==> src/label_text_serializer_consts.svh <==
`ifndef LABEL_TEXT_SERIALIZER_CONSTS_SVH
`define LABEL_TEXT_SERIALIZER_CONSTS_SVH
// ----------------------------------------------------------------
// Register map.
// ----------------------------------------------------------------
`define LTS_ADDR_W 12
`define LTS_OFS_CTRL 12'h000
`define LTS_OFS_RATE 12'h004
`define LTS_OFS_STATUS 12'h008
`define LTS_CTRL_RESET 1'b1
`define LTS_RATE_RESET 8'h1e
`define LTS_CTRL_BLINK_EN_BIT 0
`define LTS_STAT_LINE_LSB 0
`define LTS_STAT_LINE_MSB 2
`define LTS_STAT_WAVE_BIT 4
`define LTS_STAT_EMPTY_BIT 8
`define LTS_STAT_READY_BIT 9
`define LTS_STAT_ACTIVE_BIT 12
// ----------------------------------------------------------------
// Character cell timing and fields.
// ----------------------------------------------------------------
`define LTS_DIV_PRESET 3'h5
`define LTS_DIV_GLYPH_ADDR 3'h4
`define LTS_DIV_GLYPH_TAKE 3'h2
`define LTS_DIV_LOAD_REQ 3'h0
`define LTS_CHAR_BLINK_BIT 7
`define LTS_CHAR_CODE_MSB 5
`define LTS_FIFO_DEPTH 16
`define LTS_FIFO_AW 4
// ----------------------------------------------------------------
// Blink timing: one tick is half of the shortest blink cycle.
// ----------------------------------------------------------------
`define LTS_CLK_PERIOD_NS 4
`define LTS_BLINK_TICK_NS 16666667
`define LTS_BLINK_TICK_CYCLES (`LTS_BLINK_TICK_NS / `LTS_CLK_PERIOD_NS)
`endif

==> src/label_text_serializer_pkg.sv <==
package label_text_serializer_pkg;
	typedef enum logic [1:0] {
		FIELD_IDLE = 2'b01,
		FIELD_ACTIVE = 2'b10
	} field_state_t;
	typedef logic [5:0] glyph_row_t;
	typedef logic [7:0] char_byte_t;
	typedef logic [2:0] line_count_t;
endpackage

==> src/lts_char_fifo.sv <==
`timescale 1ns/10ps
`default_nettype none
module lts_char_fifo #(
	parameter int WIDTH = 8,
	parameter int DEPTH = 16,
	parameter int AW = 4
) (
	input wire logic i_clk,
	input wire logic i_rst_n,
	input wire logic [WIDTH-1:0] i_in_data,
	input wire logic i_in_valid,
	output logic o_in_ready,
	output logic [WIDTH-1:0] o_out_data,
	output logic o_out_valid,
	input wire logic i_out_ready
);
	typedef struct packed {
		logic [DEPTH-1:0][WIDTH-1:0] mem;
		logic [AW-1:0] wp;
		logic [AW-1:0] rp;
		logic [AW:0] count;
		logic in_ready;
	} fifo_state_t;

	fifo_state_t st_reg;
	fifo_state_t st_next;
	logic push;
	logic pop;

	// Ready is kept in a flop so the fill side never sees a combinational path.
	assign push = i_in_valid && st_reg.in_ready;
	assign pop = i_out_ready && (st_reg.count != '0);

	always_comb begin
		st_next = st_reg;
		if (push) begin
			st_next.mem[st_reg.wp] = i_in_data;
			st_next.wp = AW'(st_reg.wp + 1'b1);
		end
		if (pop) begin
			st_next.rp = AW'(st_reg.rp + 1'b1);
		end
		if (push && !pop) begin
			st_next.count = (AW+1)'(st_reg.count + 1'b1);
		end else if (pop && !push) begin
			st_next.count = (AW+1)'(st_reg.count - 1'b1);
		end
		st_next.in_ready = (st_next.count != (AW+1)'(DEPTH));
	end

	always_ff @(posedge i_clk or negedge i_rst_n) begin
		if (!i_rst_n) begin
			st_reg <= '0;
			st_reg.in_ready <= 1'b1;
		end else begin
			st_reg <= st_next;
		end
	end

	assign o_in_ready = st_reg.in_ready;
	assign o_out_data = st_reg.mem[st_reg.rp];
	assign o_out_valid = (st_reg.count != '0);
endmodule
`default_nettype wire

==> src/lts_blink_gen.sv <==
`timescale 1ns/10ps
`default_nettype none
module lts_blink_gen #(
	parameter int TICK_CYCLES = 4166666
) (
	input wire logic i_clk,
	input wire logic i_rst_n,
	input wire logic i_enable,
	input wire logic [7:0] i_rate,
	output logic o_wave
);
	typedef struct packed {
		logic [31:0] prescale;
		logic [7:0] halves;
		logic wave;
	} blink_state_t;

	blink_state_t st_reg;
	blink_state_t st_next;
	logic [7:0] rate_eff;

	// A rate of zero would stall the wave, so it is treated as the fastest rate.
	assign rate_eff = (i_rate == 8'h00) ? 8'h01 : i_rate;

	always_comb begin
		st_next = st_reg;
		if (!i_enable) begin
			st_next = '0;
		end else if (st_reg.prescale >= 32'(TICK_CYCLES - 1)) begin
			st_next.prescale = 32'h0;
			// Both halves count the same number of ticks.
			if (8'(st_reg.halves + 8'h01) >= rate_eff) begin
				st_next.halves = 8'h00;
				st_next.wave = !st_reg.wave;
			end else begin
				st_next.halves = 8'(st_reg.halves + 8'h01);
			end
		end else begin
			st_next.prescale = 32'(st_reg.prescale + 32'h1);
		end
	end

	always_ff @(posedge i_clk or negedge i_rst_n) begin
		if (!i_rst_n) begin
			st_reg <= '0;
		end else begin
			st_reg <= st_next;
		end
	end

	assign o_wave = st_reg.wave;
endmodule
`default_nettype wire

==> src/label_text_serializer.sv <==
// Notes on behaviour
// - A 3-bit line count runs only inside the label field and picks the glyph row fetched.
// - Inside the field the line count steps by one on each rising edge of the line strobe.
// - The shift register is always either loading or shifting, chosen only by its load level.
// - With load low, the next glyph row is captured at the following clock edge.
// - With load high, the contents move one place toward the pixel output each clock edge.
// - A zero enters behind every shifted bit, so an unreloaded register drains to background.
// - While a character blinks, its reload is withheld so background replaces the glyph.
// - Blink is active only when the blink wave and the character's flag bit are both high.
// - Only the low six bits of a character byte form the glyph code; bit six is ignored.
// - The blink wave is a square wave with equal high and low halves.
// - The blink period is set by a register and covers one thirtieth to 8.5 seconds.
// - The blink wave is also driven out to select between two enhancement table sets.
// - A pixel divider preset to five underflows every sixth clock, reloads and asks for a load.
// - Each glyph row is six bits wide, one bit per pixel of the character cell.
// - The eight line counts, from the first field line on, all fetch their glyph row from the table.
//
// Implementation choices: register access over APB and the register offsets.
`timescale 1ns/10ps
`default_nettype none
`include "label_text_serializer_consts.svh"
module label_text_serializer #(
	parameter int BLINK_TICK_CYCLES = `LTS_BLINK_TICK_CYCLES
) (
	input wire logic I_CORE_CLK,
	input wire logic I_RST_N,
	input wire logic I_FIELD_EN,
	input wire logic I_LINE_STROBE,
	input wire logic [7:0] I_CHAR_BYTE,
	input wire logic I_CHAR_VALID,
	output logic O_CHAR_READY,
	output logic [8:0] O_GLYPH_ADDR,
	input wire logic [5:0] I_GLYPH_ROW,
	output logic O_LABEL_PIXEL,
	output logic O_BLINK_WAVE,
	output logic [2:0] O_LINE_COUNT,
	input wire logic I_PSEL,
	input wire logic I_PENABLE,
	input wire logic I_PWRITE,
	input wire logic [11:0] I_PADDR,
	input wire logic [31:0] I_PWDATA,
	output logic O_PREADY,
	output logic [31:0] O_PRDATA,
	output logic O_PSLVERR
);
	// ----------------------------------------------------------------
	// State.
	// ----------------------------------------------------------------
	typedef struct packed {
		logic en_meta;
		logic en_sync;
		logic strobe_meta;
		logic strobe_sync;
		logic strobe_prev;
		label_text_serializer_pkg::field_state_t state;
		label_text_serializer_pkg::line_count_t line;
		logic [2:0] div;
		label_text_serializer_pkg::char_byte_t cur_char;
		logic [8:0] glyph_addr;
		label_text_serializer_pkg::glyph_row_t glyph_hold;
		label_text_serializer_pkg::glyph_row_t shifter;
		logic load_n;
		logic blink_en;
		logic [7:0] rate;
		logic pready;
		logic pslverr;
		logic [31:0] prdata;
	} core_state_t;

	core_state_t st_reg;
	core_state_t st_next;
	logic active;
	logic strobe_rise;
	logic blink_wave;
	logic blink_hit;
	logic fifo_valid;
	logic fifo_pop;
	logic fifo_ready;
	label_text_serializer_pkg::char_byte_t fifo_data;
	logic apb_setup;
	logic apb_write;

	// ----------------------------------------------------------------
	// Character buffer and blink generator.
	// ----------------------------------------------------------------
	lts_char_fifo #(
		.WIDTH(8),
		.DEPTH(`LTS_FIFO_DEPTH),
		.AW(`LTS_FIFO_AW)
	) u_fifo (
		.i_clk(I_CORE_CLK),
		.i_rst_n(I_RST_N),
		.i_in_data(I_CHAR_BYTE),
		.i_in_valid(I_CHAR_VALID),
		.o_in_ready(fifo_ready),
		.o_out_data(fifo_data),
		.o_out_valid(fifo_valid),
		.i_out_ready(fifo_pop)
	);

	lts_blink_gen #(
		.TICK_CYCLES(BLINK_TICK_CYCLES)
	) u_blink (
		.i_clk(I_CORE_CLK),
		.i_rst_n(I_RST_N),
		.i_enable(st_reg.blink_en),
		.i_rate(st_reg.rate),
		.o_wave(blink_wave)
	);

	// ----------------------------------------------------------------
	// Combinational terms.
	// ----------------------------------------------------------------
	assign active = (st_reg.state == label_text_serializer_pkg::FIELD_ACTIVE);
	assign strobe_rise = st_reg.strobe_sync && !st_reg.strobe_prev;
	// Characters are drained only inside the field, which is what lets the buffer fill ahead.
	assign fifo_pop = active && st_reg.en_sync && (st_reg.div == `LTS_DIV_PRESET);
	assign blink_hit = blink_wave && st_reg.cur_char[`LTS_CHAR_BLINK_BIT];
	assign apb_setup = I_PSEL && !I_PENABLE;
	assign apb_write = I_PSEL && I_PENABLE && st_reg.pready && I_PWRITE;

	always_comb begin
		st_next = st_reg;
		st_next.en_meta = I_FIELD_EN;
		st_next.en_sync = st_reg.en_meta;
		st_next.strobe_meta = I_LINE_STROBE;
		st_next.strobe_sync = st_reg.strobe_meta;
		st_next.strobe_prev = st_reg.strobe_sync;
		st_next.load_n = 1'b1;

		case (st_reg.state)
			label_text_serializer_pkg::FIELD_IDLE: begin
				st_next.line = 3'h0;
				st_next.div = `LTS_DIV_PRESET;
				if (st_reg.en_sync) begin
					st_next.state = label_text_serializer_pkg::FIELD_ACTIVE;
				end
			end
			label_text_serializer_pkg::FIELD_ACTIVE: begin
				if (!st_reg.en_sync) begin
					st_next.state = label_text_serializer_pkg::FIELD_IDLE;
					st_next.line = 3'h0;
					st_next.div = `LTS_DIV_PRESET;
				end else begin
					if (strobe_rise) begin
						st_next.line = 3'(st_reg.line + 3'h1);
					end
					if (st_reg.div == 3'h0) begin
						st_next.div = `LTS_DIV_PRESET;
					end else begin
						st_next.div = 3'(st_reg.div - 3'h1);
					end
					if (st_reg.div == `LTS_DIV_PRESET) begin
						// An empty buffer yields a blank cell rather than stalling the raster.
						st_next.cur_char = fifo_valid ? fifo_data : 8'h00;
					end
					if (st_reg.div == `LTS_DIV_GLYPH_ADDR) begin
						st_next.glyph_addr = {st_reg.cur_char[`LTS_CHAR_CODE_MSB:0], st_reg.line};
					end
					if (st_reg.div == `LTS_DIV_GLYPH_TAKE) begin
						st_next.glyph_hold = I_GLYPH_ROW;
					end
					if (st_reg.div == `LTS_DIV_LOAD_REQ && !blink_hit) begin
						st_next.load_n = 1'b0;
					end
				end
			end
			default: begin
				st_next.state = label_text_serializer_pkg::FIELD_IDLE;
			end
		endcase

		if (!st_reg.load_n) begin
			st_next.shifter = st_reg.glyph_hold;
		end else begin
			st_next.shifter = {1'b0, st_reg.shifter[5:1]};
		end

		// ----------------------------------------------------------------
		// Register bus: zero wait states, answer prepared in the setup cycle.
		// ----------------------------------------------------------------
		st_next.pready = apb_setup;
		if (apb_setup) begin
			st_next.prdata = 32'h0;
			st_next.pslverr = 1'b0;
			case (I_PADDR)
				`LTS_OFS_CTRL: begin
					st_next.prdata[`LTS_CTRL_BLINK_EN_BIT] = st_reg.blink_en;
				end
				`LTS_OFS_RATE: begin
					st_next.prdata[7:0] = st_reg.rate;
				end
				`LTS_OFS_STATUS: begin
					st_next.prdata[`LTS_STAT_LINE_MSB:`LTS_STAT_LINE_LSB] = st_reg.line;
					st_next.prdata[`LTS_STAT_WAVE_BIT] = blink_wave;
					st_next.prdata[`LTS_STAT_EMPTY_BIT] = !fifo_valid;
					st_next.prdata[`LTS_STAT_READY_BIT] = fifo_ready;
					st_next.prdata[`LTS_STAT_ACTIVE_BIT] = active;
				end
				default: begin
					st_next.pslverr = 1'b1;
				end
			endcase
		end
		if (apb_write) begin
			if (I_PADDR == `LTS_OFS_CTRL) begin
				st_next.blink_en = I_PWDATA[`LTS_CTRL_BLINK_EN_BIT];
			end
			if (I_PADDR == `LTS_OFS_RATE) begin
				st_next.rate = I_PWDATA[7:0];
			end
		end
	end

	always_ff @(posedge I_CORE_CLK or negedge I_RST_N) begin
		if (!I_RST_N) begin
			st_reg <= '0;
			st_reg.state <= label_text_serializer_pkg::FIELD_IDLE;
			st_reg.div <= `LTS_DIV_PRESET;
			st_reg.load_n <= 1'b1;
			st_reg.blink_en <= `LTS_CTRL_RESET;
			st_reg.rate <= `LTS_RATE_RESET;
		end else begin
			st_reg <= st_next;
		end
	end

	// ----------------------------------------------------------------
	// Outputs.
	// ----------------------------------------------------------------
	assign O_CHAR_READY = fifo_ready;
	assign O_GLYPH_ADDR = st_reg.glyph_addr;
	assign O_LABEL_PIXEL = st_reg.shifter[0];
	assign O_BLINK_WAVE = blink_wave;
	assign O_LINE_COUNT = st_reg.line;
	assign O_PREADY = st_reg.pready;
	assign O_PRDATA = st_reg.prdata;
	assign O_PSLVERR = st_reg.pslverr;
endmodule
`default_nettype wire

==> config.mk <==
export PLATFORM = sky130hd
export DESIGN_NAME = label_text_serializer
export DESIGN_NICKNAME = d
export VERILOG_FILES = /design/src/label_text_serializer_pkg.sv /design/src/lts_char_fifo.sv /design/src/lts_blink_gen.sv /design/src/label_text_serializer.sv
export VERILOG_INCLUDE_DIRS = /design/src
export SDC_FILE = /design/constraint.sdc
export NUM_CORES = 1
export LEC_CHECK = 0
export ABC_AREA = 1
export BUFFER_PORTS_ARGS = -buffer_cell sky130_fd_sc_hd__buf_2
export CORE_AREA = 2 2 141 211
export CTS_CLUSTER_DIAMETER = 50
export DETAILED_ROUTE_END_ITERATION = 8
export DIE_AREA = 0 0 143 213
export GPL_TIMING_DRIVEN = 0
export PLACE_DENSITY = 0.61
export REMOVE_ABC_BUFFERS = 1
export SETUP_SLACK_MARGIN = 0.4
export SLEW_MARGIN = 20
export SYNTH_ARGS = -nofsm -noshare
export SYNTH_HDL_FRONTEND = slang
export SYNTH_SLANG_ARGS = --single-unit
export TNS_END_PERCENT = 100
==> constraint.sdc <==
create_clock -name I_CORE_CLK -period 4.1 [get_ports I_CORE_CLK]
set_clock_uncertainty 0.2 [all_clocks]
set_input_delay 0.41 -clock I_CORE_CLK [delete_from_list [all_inputs] [get_ports I_CORE_CLK]]
set_output_delay 0.41 -clock I_CORE_CLK [all_outputs]
set_load 0.005 [all_outputs]
==> impl_metrics.toml, run 1 <==
[synthesis]
synthAdderAreaFrac = 0.0277
synth_xor_area_frac = 0.0240
synth_top_area_frac = 0.489
yosysUniqueCellTypes = 45
syn_inst = 1337
synth-compound-area-share = 0.130
yosys.area.top_type = "dfrtp_1"
postSynth.asyncResetShare = 1.00
muxShareOfSynthArea = 0
synth_simple_gate_area_frac = 0.216
syn_area_mm2 = 0.0113
ys_top_cells_by_area = "dfrtp_1 49%, nand2_1 9.6%, o21ai_0 9.3%"
synth_flop_cell = "dfrtp_1"
synth_top_family_by_area = "simple AND/OR/NAND/NOR gates"
yosysWarnings = 0
synth_edf_count = 0
syn_area_per_cell_um2 = 8.45
yosysSeqAreaShare = 0.513
synth_seq_cells = 231

[worst_setup_path]
crit_type = "flip-flop to flip-flop"
startpoint_type = "flip-flop"
crit_path_end_kind = "flip-flop"
cp_max_fo = 31
worst_ep_required_time_ns = 4.36
cp.arrival_ns = 3.00

[global_route]
grt.met1_usage = 0.216
use_met3 = 0.0204
grt_max_degree = 97
grt_pass1_wl_um = 42800
overflow = 0
grt_usage = 0.174
antenna_found_initial = 0
busiest_layer = "met2"
use_met2 = 0.312
grt_pass1_vias = 8532

[floorplan]
die_h_um = 213
ios = 115
core_area_mm2 = 0.0286
start_util = 0.395
die_area_mm2 = 0.0305
rows = 76
die_w_um = 143

[clock_tree]
clk_latency_ns = 0.52
clockBufferDepth = 3
post_cts_buffers = 0
cts-buffers-inserted = 24
cts_tree = "built"
cts_sinks = 231
path_clk_slew_ns = 0.06
ctsResizeCount = 0
htree_levels = 1
cts_hold_buf = 17
clock-root-buffer = "clkbuf_16"

[drt]
vias = 8741
wl_um = 25800
viasPerCell = 4.89
final_antenna_net_count = 0
dr.pass1.iters = 5
first_iter_violations = 553
wl_per_cell_um = 14.4
drc = 0

[power]
power.density_mw_per_mm2 = 599
peakVddDrop_v = 0.000265
leakagePower_nw = 6.03

[run]
cap_viol_max_count = 0

[placement]
place_hpwl_um = 17300
port_buffers = 68
place_ws_ns = 1.38
place.gp.congestion = 0.840

[timing]
hold_slack_ns = 0.0328
fin_crit_ns = 2.74
slew_violations = 0
worst_pin_slew_ns = 0.760
period_share = 0.668
fmax_mhz = 365
setup_slack_ns = 1.36
setup_viol_count_final = 0
slew_headroom = 0.492
hold_viol = 0
setup_tns_ns = 0
rsz0062_at_grt = "false"

[finish]
syn2layout_area_growth_pct = 13.0
num_antenna_cells = 0
layout.nets = 1470
drive_above_1_share = 0.117
largest_reg_flops = 125

[outcome]
status = "finished clean"

[min_path]
hp-class = "input pin to flip-flop"
[stage by stage]
stage | util | cells | total power, mW | area (um2)
finish | 0.446 | 1787 | 7.65 | 12800
global route | 0.446 | 1787 | 8.22 | 12800
CTS | 0.446 | 1787 | 7.72 | 12800
detailed placement | 0.411 | 1726 | 5.42 | 11800
global placement | 0.406 | 1721 | 5.29 | 11600
floorplan | - | 1263 | 4.70 | 10800
[metal layers]
metal / part of all wire / wire, um
met1: 0.44 / 11200
met2: 0.50 / 13000
met3: 0.039 / 1010
met4: 0.020 / 507
met5: 0 / 0
[placed cells by master (no fill, tap or decap), types with 3 or more instances in the layout]
master,count
nor4_1,4
or2_2,6
nand2_4,5
clkinv_2,3
o22ai_1,5
o31ai_1,5
clkbuf_1,5
clkinv_4,3
nand2_1,289
buf_2,67
clkbuf_16,25
buf_16,4
nand2_2,5
inv_1,98
xnor2_1,5
inv_2,4
o211ai_1,16
xor2_1,26
conb_1,31
nand3_1,56
dfstp_2,10
o21ai_1,4
nor2_2,13
o21ai_0,211
dlygate4sd3_1,17
clkbuf_8,4
nor2_1,151
dfrtp_1,219
nor3_1,15
a21oi_1,15
nand4_1,12
o221ai_1,10
ha_1,25
[power by group]
group | internal [mW] | switching (mW)
Combinational | 0.778 | 1.26
Clock | 1.33 | 0.921
Sequential | 2.92 | 0.440
Total | 5.03 | 2.62
[layout make-up]
class                           instances  area [um2]
Clock inverter                         10         119
Tap cell                              390         488
Clock buffer                           34         699
Inverter                              104         390
Sequential cell                       231        5800
Timing Repair Buffer                   90         651
Multi-Input combinational cell        928        4620
Fill cell                            2777       15900
[worst paths after layout]
| path | from | to | slack [ns] | cells past startpoint |
|---|---|---|---|---|
| max | u_fifo.st_reg[6] | st_reg[67] | 1.36 | 11 |
| min | I_PENABLE | O_PREADY | 0.03 | 2 |
| max reg2reg | u_fifo.st_reg[6] | st_reg[67] | 1.36 | 11 |
| min reg2reg | st_next[84] | st_reg[84] | 0.16 | 0 |
| max in group asynchronous | I_RST_N | u_fifo.st_reg[6] | 2.64 | 3 |
| min in group asynchronous | I_RST_N | u_blink.st_reg[5] | 0.20 | 2 |
[cell families after synthesis]
group,after synthesis
and+or+nand+nor,569
AOI/OAI and AO/OA,272
other,1
buffers and inverters,208
xor gates and xnor gates,31
DFF,231
adders and majority gates,25
[worst max-delay path: stages (launching register included)]
cell      delay (ns)
dfrtp_2         0.63
buf_16          0.27
inv_2           0.42
buf_12          0.25
nor2_1          0.06
nor2_1          0.07
o21ai_0         0.09
o211ai_1        0.15
nand3_1         0.20
nand2_1         0.14
nand2_1         0.06
o21ai_1         0.08
[synthesized netlist by cell type (3+ instances only)]
| cell type | n |
|---|---|
| clkbuf_1 | 38 |
| dfrtp_1 | 221 |
| dfstp_2 | 10 |
| o22ai_1 | 5 |
| nor2_1 | 151 |
| nand4_1 | 12 |
| o211ai_1 | 16 |
| buf_2 | 17 |
| inv_1 | 99 |
| xnor2_1 | 5 |
| o21ai_1 | 4 |
| nor4_1 | 4 |
| o21ai_0 | 211 |
| inv_2 | 3 |
| o221ai_1 | 10 |
| or2_2 | 6 |
| xor2_1 | 26 |
| nand2_4 | 5 |
| buf_6 | 4 |
| nor2_2 | 13 |
| o31ai_1 | 5 |
| nand3_1 | 56 |
| buf_4 | 44 |
| nor3_1 | 15 |
| ha_1 | 25 |
| nand2_1 | 289 |
| nand2_2 | 5 |
| a21oi_1 | 15 |
Power figures use the tool's default switching activity.
==> run 2, diff against run 1 <==
Settings changed: PLACE_DENSITY 0.61 to 0.63.
Clock period 4.1 ns to 2.4 ns, I/O delays scaled along.
==> run 2 against run 1 <==
Net effect:
- the run now ends with negative setup slack left
- largest power group unchanged
- maximum frequency rose by 11%
- sequential power rose by 68%
- register-to-register slack got worse by 1.4 ns
- flip-flop and latch count did not move
- critical endpoint is now u_blink.st_reg[6]
- power rose by 76%
- wire length rose by 6.5%
- first-iteration DRC count fell by 2.7%
- global-route usage rose by 0.76 points
==> impl_metrics.toml, run 2 (same netlist as run 1, synthesis figures left out) <==
[global_route]
grt_pass1_wl_um = 44500
grt_pass1_vias = 8966
grt_usage = 0.181
overflow = 0
antenna_found_initial = 0
grt_max_degree = 98

[clock_tree]
cts-buffers-inserted = 23
path_clk_slew_ns = 0.06
clockBufferDepth = 3
clk_latency_ns = 0.52
cts_sinks = 231
htree_levels = 1
cts_tree = "built"
clock-root-buffer = "clkbuf_16"

[power]
peakVddDrop_v = 0.000455
power.density_mw_per_mm2 = 1000
leakagePower_nw = 6.24

[floorplan]
ios = 115
rows = 76
die_w_um = 143
die_h_um = 213
die_area_mm2 = 0.0305
start_util = 0.395
core_area_mm2 = 0.0286

[finish]
final_cell_mix = "273 x nand2_1, 215 x dfrtp_1, 208 x o21ai_0"
final_common_cell = "nand2_1"
layout.cells.non_filler = 1828
largest_reg_flops = 125
num_antenna_cells = 0
drive_above_1_share = 0.170
layout.nets = 1512
multiInputGateArea_mm2 = 0.00486
final_core_util = 0.469
n_fill_cell = 2711
syn2layout_area_growth_pct = 18.8
seq_area_mm2 = 0.00580

[timing]
period_share = 1.02
slew_headroom = 0.604
worst_pin_slew_ns = 0.593
setup_viol_count_final = 9
setup_slack_ns = -0.0584
fmax_mhz = 407
fin_crit_ns = 2.46
slew_violations = 0
hold_viol = 0
rsz0062_at_grt = "true"

[outcome]
violations = "negative setup slack"
status = "finished, violations left"

[drt]
wl_um = 27400
wl_per_cell_um = 15.0
drc = 0
dr.pass1.iters = 8
viasPerCell = 5.00
first_iter_violations = 538
vias = 9147
final_antenna_net_count = 0

[worst_setup_path]
cp_max_fo = 8
path_cells = "ha_2 -> nand3_2 -> nand3b_1 -> xor2_2 -> inv_2 -> ha_4 -> nand2_4 -> nor2_4 -> nand4_1 -> nand3_4 -> nor3_2 -> nand2_1 -> o21ai_1"
startpoint_type = "flip-flop"
slowest_stage = "dfrtp_1"
max_stage_delay_ns = 0.38
crit_type = "flip-flop to flip-flop"
worst_ep_required_time_ns = 2.59
crit_path_end_kind = "flip-flop"
reg2reg_depth = 13
cp.arrival_ns = 2.65

[placement]
port_buffers = 68
place.gp.congestion = 0.843
place_inst = 1726
place_hpwl_um = 17200

[min_path]
hp-class = "input pin to async pin"

[run]
cap_viol_max_count = 0
-- run 2: final cells by class --
| cell class | count | share of cell area |
|---|---|---|
| inverter | 104 | 0.0322 |
| timing repair buffer | 131 | 0.0796 |
| multi-input combinational | 929 | 0.362 |
| tap | 390 | 0.0364 |
| timing repair inverter | 1 | 0.000839 |
| clock inverter | 8 | 0.00755 |
| clock buffer | 34 | 0.0489 |
| sequential | 231 | 0.432 |
-- run 2: critical path, delay by kind of cell (launching register included) --
| kind | cells | cell delay [ns] |
|---|---|---|
| AND/OR/NAND/NOR | 8 | 0.92 |
| AO/OA/AOI/OAI | 1 | 0.08 |
| flip-flops | 1 | 0.38 |
| XOR/XNOR | 1 | 0.20 |
| adder cells (fa/ha/maj) | 2 | 0.47 |
| buffers and inverters | 1 | 0.07 |
-- run 2: repair_timing --
action,4_1_cts,5_1_grt
gates resized for setup,38,41
setup buffers,14,8
hold buffers,33,0
gates cloned,3,2
setup endpoints to repair,72,138
endpoints found under the hold margin,226,0
pin swaps,22,22
-- run 2: worst paths after layout --
check / startpoint / endpoint / slack [ns]
worst min-delay path: I_RST_N / u_blink.st_reg[8] / 0.03
max in group asynchronous: I_RST_N / u_fifo.st_reg[6] / 1.04
worst max register to register: u_blink.st_reg[2] / u_blink.st_reg[6] / -0.06
worst min register to register: st_next[82] / st_next[81] / 0.15
worst max-delay path: u_blink.st_reg[2] / u_blink.st_reg[6] / -0.06
min in group I_CORE_CLK: I_PADDR[3] / O_PRDATA[8] / 0.03
-- run 2: metal layers --
layer | vias to the layer above | share of wire | GRT usage
met1 | 4407 | 0.41 | 0.216
li1 | 4453 | - | -
met2 | 238 | 0.52 | 0.334
met4 | 0 | 0.027 | 0.0638
met5 | - | 0 | 0
met3 | 49 | 0.043 | 0.0215
-- run 2: power by group --
part	internal, mW	switching, mW	total, mW
Combinational	1.64	2.51	4.15
Clock	2.12	1.52	3.65
Sequential	5.00	0.665	5.66
-- run 2: per-stage QoR --
step | instance area, um2 | power (mW) | hold WS, ns | setup WS, ns | setup TNS (ns)
finish | 13400 | 13.5 | 0.0274 | -0.0584 | -0.287
global route | 13400 | 14.4 | 0.0366 | -0.201 | -1.43
CTS | 13200 | 13.4 | 0.00451 | -0.0611 | -0.332
detailed placement | 11800 | 9.27 | 0.0153 | -0.313 | -3.63
global placement | 11600 | 9.04 | 0.147 | -3.21 | -737.75
floorplan | 10800 | 8.02 | -0.256 | -0.433 | -3.05
==> run 3, diff against run 2 <==
Settings changed: MAX_ROUTING_LAYER set to met4.
==> run 3 against run 2 <==
Net effect:
- the flow still finishes with violations (negative setup slack)
- wire length is essentially flat
- first-iteration DRC count decreased by 2.4%
- sequential share of layout area did not move
- critical path type unchanged
- setup slack better by 0.0028 ns
- clock power barely moved
- worst hold slack gained 0.0021 ns
- critical endpoint unchanged
- power barely moved
- combinational power hardly changed
- non-clock buffer count is the same
==> impl_metrics.toml, run 3 (same netlist as run 1, synthesis figures left out) <==
[outcome]
status = "finished, violations left"
violations = "negative setup slack"

[floorplan]
rows = 76
start_util = 0.395
die_h_um = 213
die_area_mm2 = 0.0305
ios = 115
die_w_um = 143
core_area_mm2 = 0.0286

[min_path]
hp-start = "I_PADDR[2]"
hp-class = "input pin to flip-flop"
min_delay_path_depth = 5
min_to = "st_reg[39]"

[timing]
hold_viol = 0
fmax_mhz = 407
worst_pin_slew_ns = 0.592
slew_violations = 0
hold_slack_ns = 0.0295
slew_headroom = 0.605
fin_crit_ns = 2.46
setup_slack_ns = -0.0556
setup_viol_count_final = 9
rsz0062_at_grt = "true"
period_share = 1.02

[clock_tree]
cts-buffers-inserted = 23
cts_tree = "built"
clockBufferDepth = 3
htree_levels = 1
clock-root-buffer = "clkbuf_16"
cts_sinks = 231
clk_latency_ns = 0.52
path_clk_slew_ns = 0.06

[run]
cap_viol_max_count = 0

[worst_setup_path]
cp_max_fo = 8
startpoint_type = "flip-flop"
r2r-start = "u_blink.st_reg[1]"
worstReg2RegEnd = "u_blink.st_reg[6]"
worst_ep_required_time_ns = 2.59
cp.arrival_ns = 2.65
reg2reg_depth = 13
crit_type = "flip-flop to flip-flop"
reg2reg_slack_ns = -0.06
crit_path_end_kind = "flip-flop"

[finish]
final_cell_mix = "273 x nand2_1, 215 x dfrtp_1, 208 x o21ai_0"
drive_above_1_share = 0.170
layout.nets = 1512
largest_reg_flops = 125
final_common_cell = "nand2_1"
design_area_mm2 = 0.0134
num_antenna_cells = 0
syn2layout_area_growth_pct = 18.8

[placement]
port_buffers = 68
place.gp.congestion = 0.857
place_hpwl_um = 17200
place_area_mm2 = 0.0118

[drt]
dr.pass1.iters = 5
vias = 9136
wl_per_cell_um = 15.0
first_iter_violations = 525
viasPerCell = 5.00
wl_um = 27400
drc = 0
final_antenna_net_count = 0

[global_route]
overflow = 0
antenna_found_initial = 0
grt_pass1_vias = 8950
grt_usage = 0.186
grt_max_degree = 98
grt_pass1_wl_um = 44400

[power]
peakVddDrop_v = 0.000453
leakagePower_nw = 6.24
power.density_mw_per_mm2 = 1000
==> run 3: per-stage QoR <==
stage	util	TNS, ns	cells	worst slack (ns)	total power [mW]
3_3_place_gp	0.406	-737.75	1721	-3.21	9.04
4_1_cts	0.461	-0.332	1818	-0.0611	13.4
2_1_floorplan	-	-3.05	1263	-0.433	8.02
6_report	0.469	-0.266	1828	-0.0556	13.5
3_5_place_dp	0.411	-3.63	1726	-0.313	9.27
5_1_grt	0.469	-1.45	1828	-0.205	14.3
==> run 3: where the power goes <==
group	total [mW]	leakage [nW]	switching, mW	internal (mW)
Combinational	4.16	2.92	2.52	1.64
Sequential	5.66	2.95	0.661	5.00
Clock	3.64	0.374	1.51	2.12
Total	13.5	6.24	4.69	8.76
==> run 3: how the worst max path moves through the flow <==
stage               slack [ns]  depth (start not counted)                end         startpoint
floorplan                -0.43                          9         st_reg[65]   u_fifo.st_reg[6]
global placement         -3.21                          1  u_fifo.st_reg[81]            I_RST_N
detailed placement       -0.31                         13  u_blink.st_reg[8]  u_blink.st_reg[1]
CTS                      -0.06                         13  u_blink.st_reg[6]  u_blink.st_reg[1]
global route             -0.20                         13  u_blink.st_reg[6]  u_blink.st_reg[2]
finish                   -0.06                         13  u_blink.st_reg[6]  u_blink.st_reg[1]
==> run 3: repair_timing <==
| action | in CTS | in global routing |
|---|---|---|
| setup endpoints to repair | 72 | 138 |
| setup buffers | 14 | 8 |
| pin swaps | 22 | 22 |
| endpoints found under the hold margin | 226 | 0 |
| hold buffers | 33 | 0 |
| gates resized for setup | 38 | 41 |
| cloned | 3 | 2 |
==> run 3: layer usage <==
metal	global-route usage	wire, um
met2	0.331	14100
met4	0.0690	875
met5	-	0
met1	0.215	11300
met3	0.0220	1150
==> run 3: critical path: stages (launching register included) <==
cell,delay [ns]
dfrtp_1,0.38
ha_2,0.20
nand3_2,0.08
nand3b_1,0.21
xor2_2,0.20
inv_2,0.07
ha_4,0.27
nand2_4,0.05
nor2_4,0.08
nand4_1,0.17
nand3_4,0.22
nor3_2,0.06
nand2_1,0.05
o21ai_1,0.08
==> run 3: area by class of cell <==
type / count / area (um2)
clock buffers: 34 / 657
flip-flops and latches: 231 / 5800
fillers: 2711 / 15200
well taps: 390 / 488
multi-input cells: 929 / 4860
repair inverters: 1 / 11.3
repair buffers: 131 / 1070
inverters: 104 / 432
clock inverters: 8 / 101
